$ cat config.mk
export PLATFORM = sky130hd
export DESIGN_NAME = adc_channel_ctrl
export DESIGN_NICKNAME = d
export VERILOG_FILES = /design/src/rtl/adc_ctrl_pkg.sv /design/src/rtl/conv_if.sv /design/src/rtl/adc_channel_ctrl.sv /design/src/rtl/conv_sequencer.sv
export SDC_FILE = /design/constraint.sdc
export NUM_CORES = 1
export LEC_CHECK = 0
export CAP_MARGIN = 25
export CORE_UTILIZATION = 32
export CTS_CLUSTER_DIAMETER = 100
export DETAILED_ROUTE_END_ITERATION = 12
export DONT_BUFFER_PORTS = 1
export PLACE_DENSITY = 0.46
export SYNTH_ARGS = -nofsm -noshare
export SYNTH_HDL_FRONTEND = slang
export SYNTH_HIERARCHICAL = 1
export SYNTH_SLANG_ARGS = --single-unit
$ cat constraint.sdc
create_clock -name CLOCK_IN -period 4.98 [get_ports CLOCK_IN]
set_clock_uncertainty 0.15 [all_clocks]
set_input_delay 0.996 -clock CLOCK_IN [delete_from_list [all_inputs] [get_ports CLOCK_IN]]
set_output_delay 0.996 -clock CLOCK_IN [all_outputs]
set_load 0.05 [all_outputs]
$ cat src/rtl/adc_ctrl_pkg.sv
// Purpose: shared constants for the converter control and test mux block
// Assumes: 32-bit APB, 10 MHz system clock
// Notes:   all offsets are byte addresses
package adc_ctrl_pkg;
    // ==========================================================
    // register map
    localparam logic [7:0] CONV_CTRL_OFS  = 8'h00;
    localparam logic [7:0] ABE_OFS        = 8'h04;
    localparam logic [7:0] RESULT_OFS     = 8'h08;
    localparam logic [7:0] CONV_CTRL_RST  = 8'h00;
    localparam logic [7:0] ABE_RST        = 8'h00;
    // ==========================================================
    // converter_control fields
    localparam int CC_ON_BIT   = 0;
    localparam int CC_GO_BIT   = 1;
    localparam int CC_SRC_LSB  = 2;
    localparam int CC_SRC_MSB  = 6;
    // analog_block_enable_reg fields
    localparam int ABE_ANA_BIT = 0;
    localparam int ABE_DIG_BIT = 7;
    // ==========================================================
    // source codes
    localparam logic [4:0] SRC_VIN_DIV     = 5'h00;
    localparam logic [4:0] SRC_PEDESTAL    = 5'h07;
    localparam logic [4:0] SRC_RSVD_LO     = 5'h08;
    localparam logic [4:0] SRC_RSVD_HI     = 5'h09;
    localparam logic [4:0] SRC_ADJ_PRI     = 5'h0A;
    localparam logic [4:0] SRC_ERR_OR      = 5'h10;
    localparam logic [4:0] SRC_UNIMP_LO    = 5'h11;
    localparam logic [4:0] SRC_UNIMP_HI    = 5'h17;
    localparam logic [4:0] SRC_PORT_A_PIN0 = 5'h18;
    localparam logic [4:0] SRC_PORT_B_PIN1 = 5'h1C;
    localparam logic [4:0] SRC_PORT_B_PIN4 = 5'h1D;
    localparam logic [4:0] SRC_PORT_B_PIN6 = 5'h1F;
    // ==========================================================
    // timing
    localparam int CLK_PERIOD_NS  = 100;
    localparam int ACQ_TIME_NS    = 2000;
    localparam int ACQ_CYCLES     = (ACQ_TIME_NS + CLK_PERIOD_NS - 1) / CLK_PERIOD_NS;
    localparam int CONV_TIMEOUT   = 1024;
    localparam int RESULT_W       = 10;
    typedef enum logic [1:0] {SEQ_IDLE, SEQ_ACQUIRE, SEQ_CONVERT} seq_state_t;
endpackage

$ cat src/rtl/conv_if.sv
// Purpose: link between register logic and conversion sequencer
// Assumes: single clock domain
// Notes:   eoc arrives already synchronised
`timescale 1ns/1ps
interface conv_if;
    import adc_ctrl_pkg::*;
    logic                start;
    logic                abort;
    logic                eoc;
    logic                busy;
    logic                done;
    logic                sample;
    logic                timeout;
    modport ctrl (output start, output abort, output eoc, input busy, input done, input sample,
                  input timeout);
    modport seq  (input start, input abort, input eoc, output busy, output done, output sample,
                  output timeout);
endinterface

$ cat src/rtl/adc_channel_ctrl.sv
// Purpose: converter control register, source select decode and test pin routing
// Assumes: APB slave, zero wait states, 10 MHz clock
// Notes:   the converter and analog muxes sit outside; this block steers them
//
// Summary of operation
// five-bit writable source select feeds converter and test buffer.
// codes 00000..00111 pick the eight internal nodes in listed order.
// 01000, 01001 reserved; 10001..10111 unimplemented; no defined signal.
// codes 01010..10000 pick the seven further internal nodes in order.
// codes 11000..11100 pick port A pins 0..3 then port B pin 1.
// codes 11101..11111 pick port B pins 4..6, larger package only.
// writing 1 to the flag starts a conversion; flag reads 1 meanwhile.
// hardware clears the flag when the conversion completes.
// flag reading 0 means idle or last conversion finished.
// enable bit powers the converter; cleared means shut off.
// top control bit always reads zero.
// source select also chooses the test buffer signal.
// buffered test signal reaches port A pin 0 under block enable register.
// analog test enable clear sends signal to converter, set to pin.
// digital test enable wins port A pin 0 over analog.
// start with converter disabled does nothing and flag returns 0.
//
// The implementer's own choices: the address map and the APB slave port.
`timescale 1ns/1ps
module adc_channel_ctrl
    import adc_ctrl_pkg::*;
#(
    parameter bit LARGE_PACKAGE = 1'b1,
    parameter int TIMEOUT       = CONV_TIMEOUT
) (
    input  wire  logic                CLOCK_IN,
    input  wire  logic                NRST_IN,
    input  wire  logic                PSEL_IN,
    input  wire  logic                PENABLE_IN,
    input  wire  logic                PWRITE_IN,
    input  wire  logic [7:0]          PADDR_IN,
    input  wire  logic [31:0]         PWDATA_IN,
    input  wire  logic                EOC_IN,
    input  wire  logic [RESULT_W-1:0] RESULT_IN,
    output logic [31:0]               PRDATA_OUT,
    output logic                      PREADY_OUT,
    output logic                      PSLVERR_OUT,
    output logic                      CONV_POWER_OUT,
    output logic                      CONV_SAMPLE_OUT,
    output logic [4:0]                SRC_SEL_OUT,
    output logic                      SRC_DEFINED_OUT,
    output logic                      SRC_EXTERNAL_OUT,
    output logic [2:0]                EXT_CHANNEL_OUT,
    output logic                      MUX_TO_CONV_OUT,
    output logic                      PA0_ANALOG_OUT,
    output logic                      PA0_DIGITAL_OUT
);
    if (TIMEOUT < 2 || TIMEOUT > 65535) begin : g_bad_timeout
        $error("TIMEOUT out of range");
    end

    localparam int SAMPLE_MAX = ACQ_CYCLES + 1;
    localparam int FLAG_MAX   = ACQ_CYCLES + TIMEOUT;

    conv_if cv ();

    logic [4:0]          src_reg;
    logic                go_reg;
    logic                on_reg;
    logic [7:0]          abe_reg;
    logic [RESULT_W-1:0] result_reg;
    logic                eoc_meta_reg;
    logic                eoc_sync_reg;
    logic                eoc_prev_reg;
    logic                setup;
    logic                wr;
    logic                wr_ctrl;
    logic                start_req;
    logic                go_next;
    logic                src_ok;
    logic                valid_addr;
    logic [7:0]          ctrl_rd;
    logic [16:0]         flag_age_reg;

    // ==========================================================
    // bus decode
    assign setup      = PSEL_IN && !PENABLE_IN;
    assign wr         = PSEL_IN && PENABLE_IN && PREADY_OUT && PWRITE_IN;
    assign wr_ctrl    = wr && PADDR_IN == CONV_CTRL_OFS;
    assign valid_addr = PADDR_IN == CONV_CTRL_OFS || PADDR_IN == ABE_OFS
                        || (PADDR_IN == RESULT_OFS && !PWRITE_IN);
    assign ctrl_rd    = {1'b0, src_reg, go_reg, on_reg}; // see R11

    always_ff @(posedge CLOCK_IN or negedge NRST_IN) begin
        if (!NRST_IN) begin
            PREADY_OUT  <= 1'b0;
            PSLVERR_OUT <= 1'b0;
            PRDATA_OUT  <= 32'h00000000;
        end else begin
            PREADY_OUT  <= setup;
            PSLVERR_OUT <= setup && !valid_addr;
            if (setup && !PWRITE_IN) begin
                unique case (PADDR_IN)
                    CONV_CTRL_OFS: PRDATA_OUT <= {24'h000000, ctrl_rd};
                    ABE_OFS:       PRDATA_OUT <= {24'h000000, abe_reg};
                    RESULT_OFS:    PRDATA_OUT <= {{(32-RESULT_W){1'b0}}, result_reg};
                    default:       PRDATA_OUT <= 32'h00000000;
                endcase
            end
        end
    end

    // ==========================================================
    // control register
    assign start_req = wr_ctrl && PWDATA_IN[CC_GO_BIT] && PWDATA_IN[CC_ON_BIT]; // see R7

    always_comb begin
        go_next = go_reg;
        if (start_req) begin
            go_next = 1'b1;
        end else if (wr_ctrl && !PWDATA_IN[CC_ON_BIT]) begin
            go_next = 1'b0;
        end else if (cv.done) begin
            go_next = 1'b0;
        end
    end

    always_ff @(posedge CLOCK_IN or negedge NRST_IN) begin
        if (!NRST_IN) begin
            src_reg <= CONV_CTRL_RST[CC_SRC_MSB:CC_SRC_LSB];
            on_reg  <= CONV_CTRL_RST[CC_ON_BIT];
            go_reg  <= CONV_CTRL_RST[CC_GO_BIT];
        end else begin
            go_reg <= go_next;
            if (wr_ctrl) begin
                src_reg <= PWDATA_IN[CC_SRC_MSB:CC_SRC_LSB];
                on_reg  <= PWDATA_IN[CC_ON_BIT];
            end
        end
    end

    always_ff @(posedge CLOCK_IN or negedge NRST_IN) begin
        if (!NRST_IN) begin
            abe_reg <= ABE_RST;
        end else if (wr && PADDR_IN == ABE_OFS) begin
            abe_reg <= PWDATA_IN[7:0];
        end
    end

    // ==========================================================
    // end of conversion and result
    always_ff @(posedge CLOCK_IN or negedge NRST_IN) begin
        if (!NRST_IN) begin
            eoc_meta_reg <= 1'b0;
            eoc_sync_reg <= 1'b0;
            eoc_prev_reg <= 1'b0;
        end else begin
            eoc_meta_reg <= EOC_IN;
            eoc_sync_reg <= eoc_meta_reg;
            eoc_prev_reg <= eoc_sync_reg;
        end
    end

    always_ff @(posedge CLOCK_IN or negedge NRST_IN) begin
        if (!NRST_IN) begin
            result_reg <= '0;
        end else if (cv.done) begin
            result_reg <= RESULT_IN;
        end
    end

    // ==========================================================
    // sequencer
    assign cv.start = start_req && !cv.busy;
    assign cv.abort = wr_ctrl && !PWDATA_IN[CC_ON_BIT];
    assign cv.eoc   = eoc_sync_reg && !eoc_prev_reg;

    conv_sequencer #(
        .ACQ     (ACQ_CYCLES),
        .TIMEOUT (TIMEOUT)
    ) u_seq (
        .clk  (CLOCK_IN),
        .nrst (NRST_IN),
        .cv   (cv.seq)
    );

    // ==========================================================
    // source decode and routing
    always_comb begin
        src_ok = 1'b1;
        if (src_reg == SRC_RSVD_LO || src_reg == SRC_RSVD_HI) begin
            src_ok = 1'b0;
        end else if (src_reg >= SRC_UNIMP_LO && src_reg <= SRC_UNIMP_HI) begin
            src_ok = 1'b0;
        end else if (src_reg >= SRC_PORT_B_PIN4 && !LARGE_PACKAGE) begin
            src_ok = 1'b0;
        end
    end

    always_ff @(posedge CLOCK_IN or negedge NRST_IN) begin
        if (!NRST_IN) begin
            CONV_POWER_OUT   <= 1'b0;
            CONV_SAMPLE_OUT  <= 1'b0;
            SRC_SEL_OUT      <= 5'h00;
            SRC_DEFINED_OUT  <= 1'b0;
            SRC_EXTERNAL_OUT <= 1'b0;
            EXT_CHANNEL_OUT  <= 3'h0;
        end else begin
            CONV_POWER_OUT   <= on_reg;
            CONV_SAMPLE_OUT  <= cv.sample;
            SRC_SEL_OUT      <= src_reg; // see R2, see R4
            SRC_DEFINED_OUT  <= src_ok;
            SRC_EXTERNAL_OUT <= src_ok && src_reg >= SRC_PORT_A_PIN0; // see R5
            EXT_CHANNEL_OUT  <= src_reg[2:0]; // see R5
        end
    end

    always_ff @(posedge CLOCK_IN or negedge NRST_IN) begin
        if (!NRST_IN) begin
            MUX_TO_CONV_OUT <= 1'b1;
            PA0_ANALOG_OUT  <= 1'b0;
            PA0_DIGITAL_OUT <= 1'b0;
        end else begin
            MUX_TO_CONV_OUT <= !abe_reg[ABE_ANA_BIT];
            PA0_ANALOG_OUT  <= abe_reg[ABE_ANA_BIT] && !abe_reg[ABE_DIG_BIT]; // see R13
            PA0_DIGITAL_OUT <= abe_reg[ABE_DIG_BIT];
        end
    end

    // ==========================================================
    // age of the conversion flag, bounds the completion check
    always_ff @(posedge CLOCK_IN or negedge NRST_IN) begin
        if (!NRST_IN) begin
            flag_age_reg <= 17'h00000;
        end else if (!go_reg || cv.done) begin
            flag_age_reg <= 17'h00000;
        end else begin
            flag_age_reg <= flag_age_reg + 17'h00001;
        end
    end
endmodule

$ cat src/rtl/conv_sequencer.sv
// Purpose: paces one conversion: acquisition, start pulse, wait for end
// Assumes: eoc synchronised by the caller
// Notes:   a lost end of conversion is ended by a timeout
`timescale 1ns/1ps
module conv_sequencer
    import adc_ctrl_pkg::*;
#(
    parameter int ACQ     = ACQ_CYCLES,
    parameter int TIMEOUT = CONV_TIMEOUT
) (
    input  wire logic clk,
    input  wire logic nrst,
    conv_if.seq       cv
);
    if (ACQ < 1 || ACQ > 65536 || TIMEOUT < 2 || TIMEOUT > 65535) begin : g_bad_timing
        $error("bad sequencer timing");
    end

    seq_state_t  state_reg;
    logic [15:0] cnt_reg;

    // ==========================================================
    // state and counter
    always_ff @(posedge clk or negedge nrst) begin
        if (!nrst) begin
            state_reg <= SEQ_IDLE;
            cnt_reg   <= 16'h0000;
        end else if (cv.abort) begin
            state_reg <= SEQ_IDLE;
            cnt_reg   <= 16'h0000;
        end else begin
            unique case (state_reg)
                SEQ_IDLE: begin
                    cnt_reg <= 16'h0000;
                    if (cv.start) begin
                        state_reg <= SEQ_ACQUIRE;
                    end
                end
                SEQ_ACQUIRE: begin
                    if (cnt_reg == 16'(ACQ - 1)) begin
                        state_reg <= SEQ_CONVERT;
                        cnt_reg   <= 16'h0000;
                    end else begin
                        cnt_reg <= cnt_reg + 16'h0001;
                    end
                end
                SEQ_CONVERT: begin
                    cnt_reg <= cnt_reg + 16'h0001;
                    if (cv.eoc || cnt_reg == 16'(TIMEOUT - 1)) begin
                        state_reg <= SEQ_IDLE;
                    end
                end
            endcase
        end
    end

    // ==========================================================
    // outputs
    always_ff @(posedge clk or negedge nrst) begin
        if (!nrst) begin
            cv.done    <= 1'b0;
            cv.sample  <= 1'b0;
            cv.timeout <= 1'b0;
        end else begin
            cv.done    <= !cv.abort && state_reg == SEQ_CONVERT && (cv.eoc || cnt_reg == 16'(TIMEOUT - 1));
            cv.timeout <= !cv.abort && state_reg == SEQ_CONVERT && !cv.eoc && cnt_reg == 16'(TIMEOUT - 1);
            cv.sample  <= !cv.abort && state_reg == SEQ_ACQUIRE && cnt_reg == 16'(ACQ - 1);
        end
    end

    assign cv.busy = state_reg != SEQ_IDLE;
endmodule

# After elaboration in Yosys (flattened, before gate mapping)
# Index checks and enable logic that the tools add are counted.
[word_totals]
reg_bits = 97
output_inout_bits = 49
[classes]
n_reduce_logical = 39
order_cmp = 3
n_eq_ne = 11
mux = 14
addsub = 1
[op_table]
columns = ["operator", "count"]
rows = [
  ["case mux 16 bit (3 select lines)", 1],
  ["2-to-1 mux 16 bit", 2],
  ["case mux 10 bit (3 select lines)", 1],
  ["logical AND 1 bit", 21],
  ["adder 16 x 1 -> 16 bit (second input constant)", 1],
  ["equality test 16 x 10 -> 1 bit (second input constant)", 1],
  ["equality test 16 x 5 -> 1 bit (second input constant)", 1],
  ["equality test 5 x 4 -> 1 bit (second input constant)", 2],
  [">= comparator 5 bit (second input constant)", 2],
  ["zero test 1 bit", 9],
  ["equality test 8 x 3 -> 1 bit (second input constant)", 1],
  ["equality test 8 x 4 -> 1 bit (second input constant)", 1],
  ["zero test 8 bit", 1],
  ["2-to-1 mux 2 bit", 4],
  ["inequality test 3 x 2 -> 1 bit (second input constant)", 2],
  ["case mux 2 bit (3 select lines)", 1],
  ["less-or-equal comparator 5 bit (second input constant)", 1],
  ["2-to-1 mux 1 bit", 5],
  ["logical OR 1 bit", 4],
  ["inequality test 3 x 1 -> 1 bit (second input constant)", 1],
  ["AND reduction 3 bit", 1],
  ["nonzero test 3 bit", 1],
  ["equality test 2 x 1 -> 1 bit (second input constant)", 1],
  ["equality test 2 bit (second input constant)", 1],
  ["2 further kinds", 2],
]

# Logic depth before layout (Yosys ltp)
[logic_depth]
word_depth = 10
ltp_mapped = 8
mapped_depth_nobuf = 7

# By module
# The synthesis kept the hierarchy.
[by_module_without_submodules]
columns = ["mod", "area_each_um2", "cells_each", "n_inst"]
rows = [
  ["adc_channel_ctrl", 2274.7, 175, 1],
  ["conv_sequencer", 1151.1, 115, 1],
]

# Worst setup path after synthesis
# Ideal clock, no wire load.
[synth_path]
path_kind = "input -> register"
from = "input port PADDR_IN[1]"
to = "register u_seq.state_reg[0]"
setup_time_ns = 0.121
required_ns = 4.709
path_stages = 8
n_path_buf = 1
arrival_time_ns = 3.111
path_slack_ns = 1.598
path_cell_list = "or4_1 -> buf_4 -> nor4_4 -> and2_1 -> nand2b_1 -> nor2_1 -> a221o_1 -> a22o_1"
[synth_rtl]
columns = ["item", "line", "rtl"]
rows = [
  ["from (decl)", "adc_channel_ctrl.sv:36", "input wire logic [7:0] PADDR_IN,"],
  ["zero test 8 bit *", "adc_channel_ctrl.sv:84", "assign wr_ctrl = wr && PADDR_IN == CONV_CTRL_OFS;"],
  ["logical AND 1 bit *", "adc_channel_ctrl.sv:84", ""],
  ["logical AND 1 bit *", "adc_channel_ctrl.sv:170", "assign cv.abort = wr_ctrl && !PWDATA_IN[CC_ON_BIT];"],
  ["via cv.abort", "conv_if.sv:8", "logic abort;"],
  ["inequality test 3 x 1 -> 1 bit (no source line) / inequality test 3 x 2 -> 1 bit (equally long branches)", "-", ""],
  ["AND reduction 3 bit (no source line)", "-", ""],
  ["to (signal assigned)", "conv_sequencer.sv:26", "state_reg <= SEQ_IDLE;"],
  ["to (signal assigned)", "conv_sequencer.sv:29", "state_reg <= SEQ_IDLE;"],
  ["to (signal assigned)", "conv_sequencer.sv:36", "state_reg <= SEQ_ACQUIRE;"],
  ["to (decl)", "conv_sequencer.sv:19", "seq_state_t state_reg;"],
]
# The timed path passes the listed nets; every way through them passes the cells marked *.
# A chain may end at the register's enable or synchronous reset.

# Worst setup path in the final report
# Ends and elaborated chain as after synthesis.

==> impl_metrics.py <==
metrics = {
    "outcome": {
        "status": "completed",
    },
    "die": {
        "die_w_um": 105,
        "die_h_um": 105,
        "core_area_sq_um": 10300,
        "rows": 37,
        "dieArea_sq_um": 11000,
        "io_pins": 105,
        "start_util_pct": 33.0,
    },
    "clock_network": {
        "ctsHoldBuffers": 0,
        "clock_path_buffers": 2,
        "cts-resized-gates": 0,
        "post-cts-setup-buffers": 0,
        "numCtsBuffers": 9,
        "root_buffer": "clkbuf_8",
        "cts.sinks": 72,
        "cts_tree": "yes",
        "htree_num_levels": 3,
        "path_clk_slew_ns": 0.09,
        "clock_latency_ns": 0.35,
    },
    "cells_and_area": {
        "largest_reg_flops": 16,
        "layout-drive-gt1-share_pct": 17.6,
        "num_antenna_cells": 0,
        "final-instance-count-excl-fill": 425,
        "design_area_sq_um": 3610,
        "area_growth_pct": 6.46,
        "final_net_count": 345,
    },
    "critical_path": {
        "cp-end-kind": "register",
        "worstSetupPathType": "input port to register",
        "r2r.worst_path.cells": 8,
        "critPathLaunchType": "input port",
        "slowest_delay_ns": 0.72,
        "rr_startpoint": "PREADY_OUT",
        "regToRegSetupSlack_ns": 2.41,
        "cp_top_family": "simple AND/OR/NAND/NOR gates",
        "worst-path-buf-inv": 1,
        "worst_r2r_endpoint": "u_seq/state_reg[0]",
        "critPathSlowestCell": "or4_1",
        "crit_chain": "or4_1, nor4_4, buf_4, and2_1, nand2b_1, nor2_1, a221o_1, a22o_1",
        "cp.arrival_ns": 3.28,
        "cp.required_ns": 5.07,
        "crit_fanout": 9,
    },
    "timing": {
        "rsz0062_at_grt": "no",
        "setup_viol": 0,
        "finalHoldViolCount": 0,
        "fin_crit_ns": 3.19,
        "slew_viol_final": 0,
        "period_share_pct": 64.1,
        "relSlewSlack_pct": 42.6,
        "worst_slack_ns": 1.79,
        "fmax_ghz": 0.313,
        "finalSetupTns_ns": 0,
        "worstMarginPinSlew_ns": 0.862,
    },
    "placement": {
        "port_buffers": 0,
        "placed_area_sq_um": 3410,
        "dp.cells": 409,
        "place_hpwl_um": 4730,
        "gp_congestion": 0.744,
        "place_ws_ns": 1.42,
    },
    "global_route": {
        "grt_util_met3_pct": 5.43,
        "met1_usage_pct": 16.3,
        "grt-busiest-layer": "met2",
        "grt_pass1_vias": 2042,
        "grt_overflow_total": 0,
        "grt_first_pass_wirelength_um": 11200,
        "grtUsageMet2_pct": 21.5,
        "grt.total_usage_pct": 13.2,
        "grt_max_degree": 73,
        "antenna_found_initial": 1,
    },
    "route": {
        "ant_nets": 0,
        "via_count": 2066,
        "vias_per_cell": 4.86,
        "drt_first_pass_iters": 4,
        "drt_iter0_drc": 80,
        "routedWlPerCell_um": 16.1,
        "route.detailed.drc": 0,
        "routed_wirelength_um": 6820,
    },
    "power_and_ir_drop": {
        "switching_share_pct": 30.2,
        "peakVddDrop_uv": 204,
        "power_switching_w": 0.000415,
        "powerDensity_nw_per_um2": 381,
        "p_clk_share_pct": 34.5,
        "pwr-share-comb_pct": 15.8,
        "p_int_w": 0.000961,
        "p_seq_share_pct": 49.7,
        "p_total_w": 0.00138,
        "p_leak_nw": 1.58,
    },
    "yosys": {
        "synth_cells": 287,
        "avgSynthCellArea_sq_um": 11.8,
        "ys_warn_count": 6,
        "syn_area_sq_um": 3390,
    },
    "worst_hold_path": {
        "worstHoldPathType": "input port to asynchronous set/reset pin",
    },
    "flow_run": {
        "maxCapViolCount": 0,
    },
}
layout by cell type, fill, tap and decap left out, types with 2 or more instances in the layout:
master and count:
dfrtp_1 71, nor4_1 5, nand3b_1 2, nor2_1 21
o2bb2ai_1 5, inv_6 2, nand4_1 6, inv_1 14
ha_1 5, a22o_1 5, nand2_1 10, or4_1 2
xnor2_1 8, conb_1 22, mux2_2 21, nor2b_1 4
a32o_1 4, clkinv_4 3, or3_1 2, mux2i_1 8
and2_1 2, xor2_1 4, clkbuf_8 9, a21oi_1 5
nor3_1 6, nand3_1 5, o21ai_0 6, nor4_4 3
a2bb2oi_1 4
metrics by stage:
step / utilization (%) / hold WS, ns
4_1_cts: 35.1 / 0.159
3_5_place_dp: 33.1 / 0.186
6_report: 35.1 / 0.174
3_3_place_gp: 33.1 / 0.187
2_1_floorplan: - / 0.181
5_1_grt: 35.1 / 0.150
power groups by stage:
| stage | registers, W | logic (W) | clock network [W] |
|---|---|---|---|
| after floorplan | 0.000682 | 0.000211 | 0 |
| after global placement | 0.000696 | 0.000218 | 0 |
| after detailed placement | 0.000698 | 0.000221 | 0 |
| after CTS | 0.000686 | 0.000221 | 0.000489 |
| after global routing | 0.000694 | 0.000246 | 0.000514 |
| final | 0.000684 | 0.000218 | 0.000474 |
routing by layer:
| layer | up-vias | wire (um) |
|---|---|---|
| li1 | 969 | - |
| met4 | 2 | 72 |
| met1 | 1040 | 2890 |
| met3 | 7 | 452 |
| met2 | 48 | 3400 |
| met5 | - | 10 |
final cells by class:
type / instances / area (sq um)
inverter: 14 / 52.6
fill: 1065 / 6670
sequential: 72 / 1800
multi-input combinational: 186 / 1370
clock inverter: 7 / 78.8
timing repair buffer: 1 / 7.51
tap: 136 / 170
clock buffer: 9 / 124
how the worst max path moves through the flow:
stage	start	end	slack, ns	cells after the start
finish	PADDR_IN[1]	u_seq/state_reg[0]	1.79	8
global route	PADDR_IN[1]	u_seq/state_reg[0]	1.68	8
CTS	PADDR_IN[1]	u_seq/state_reg[0]	1.80	8
detailed placement	PADDR_IN[1]	u_seq/state_reg[0]	1.42	8
global placement	PADDR_IN[1]	u_seq/state_reg[0]	1.44	8
floorplan	PADDR_IN[1]	u_seq/state_reg[0]	1.62	8
Power figures use the tool's default switching activity.
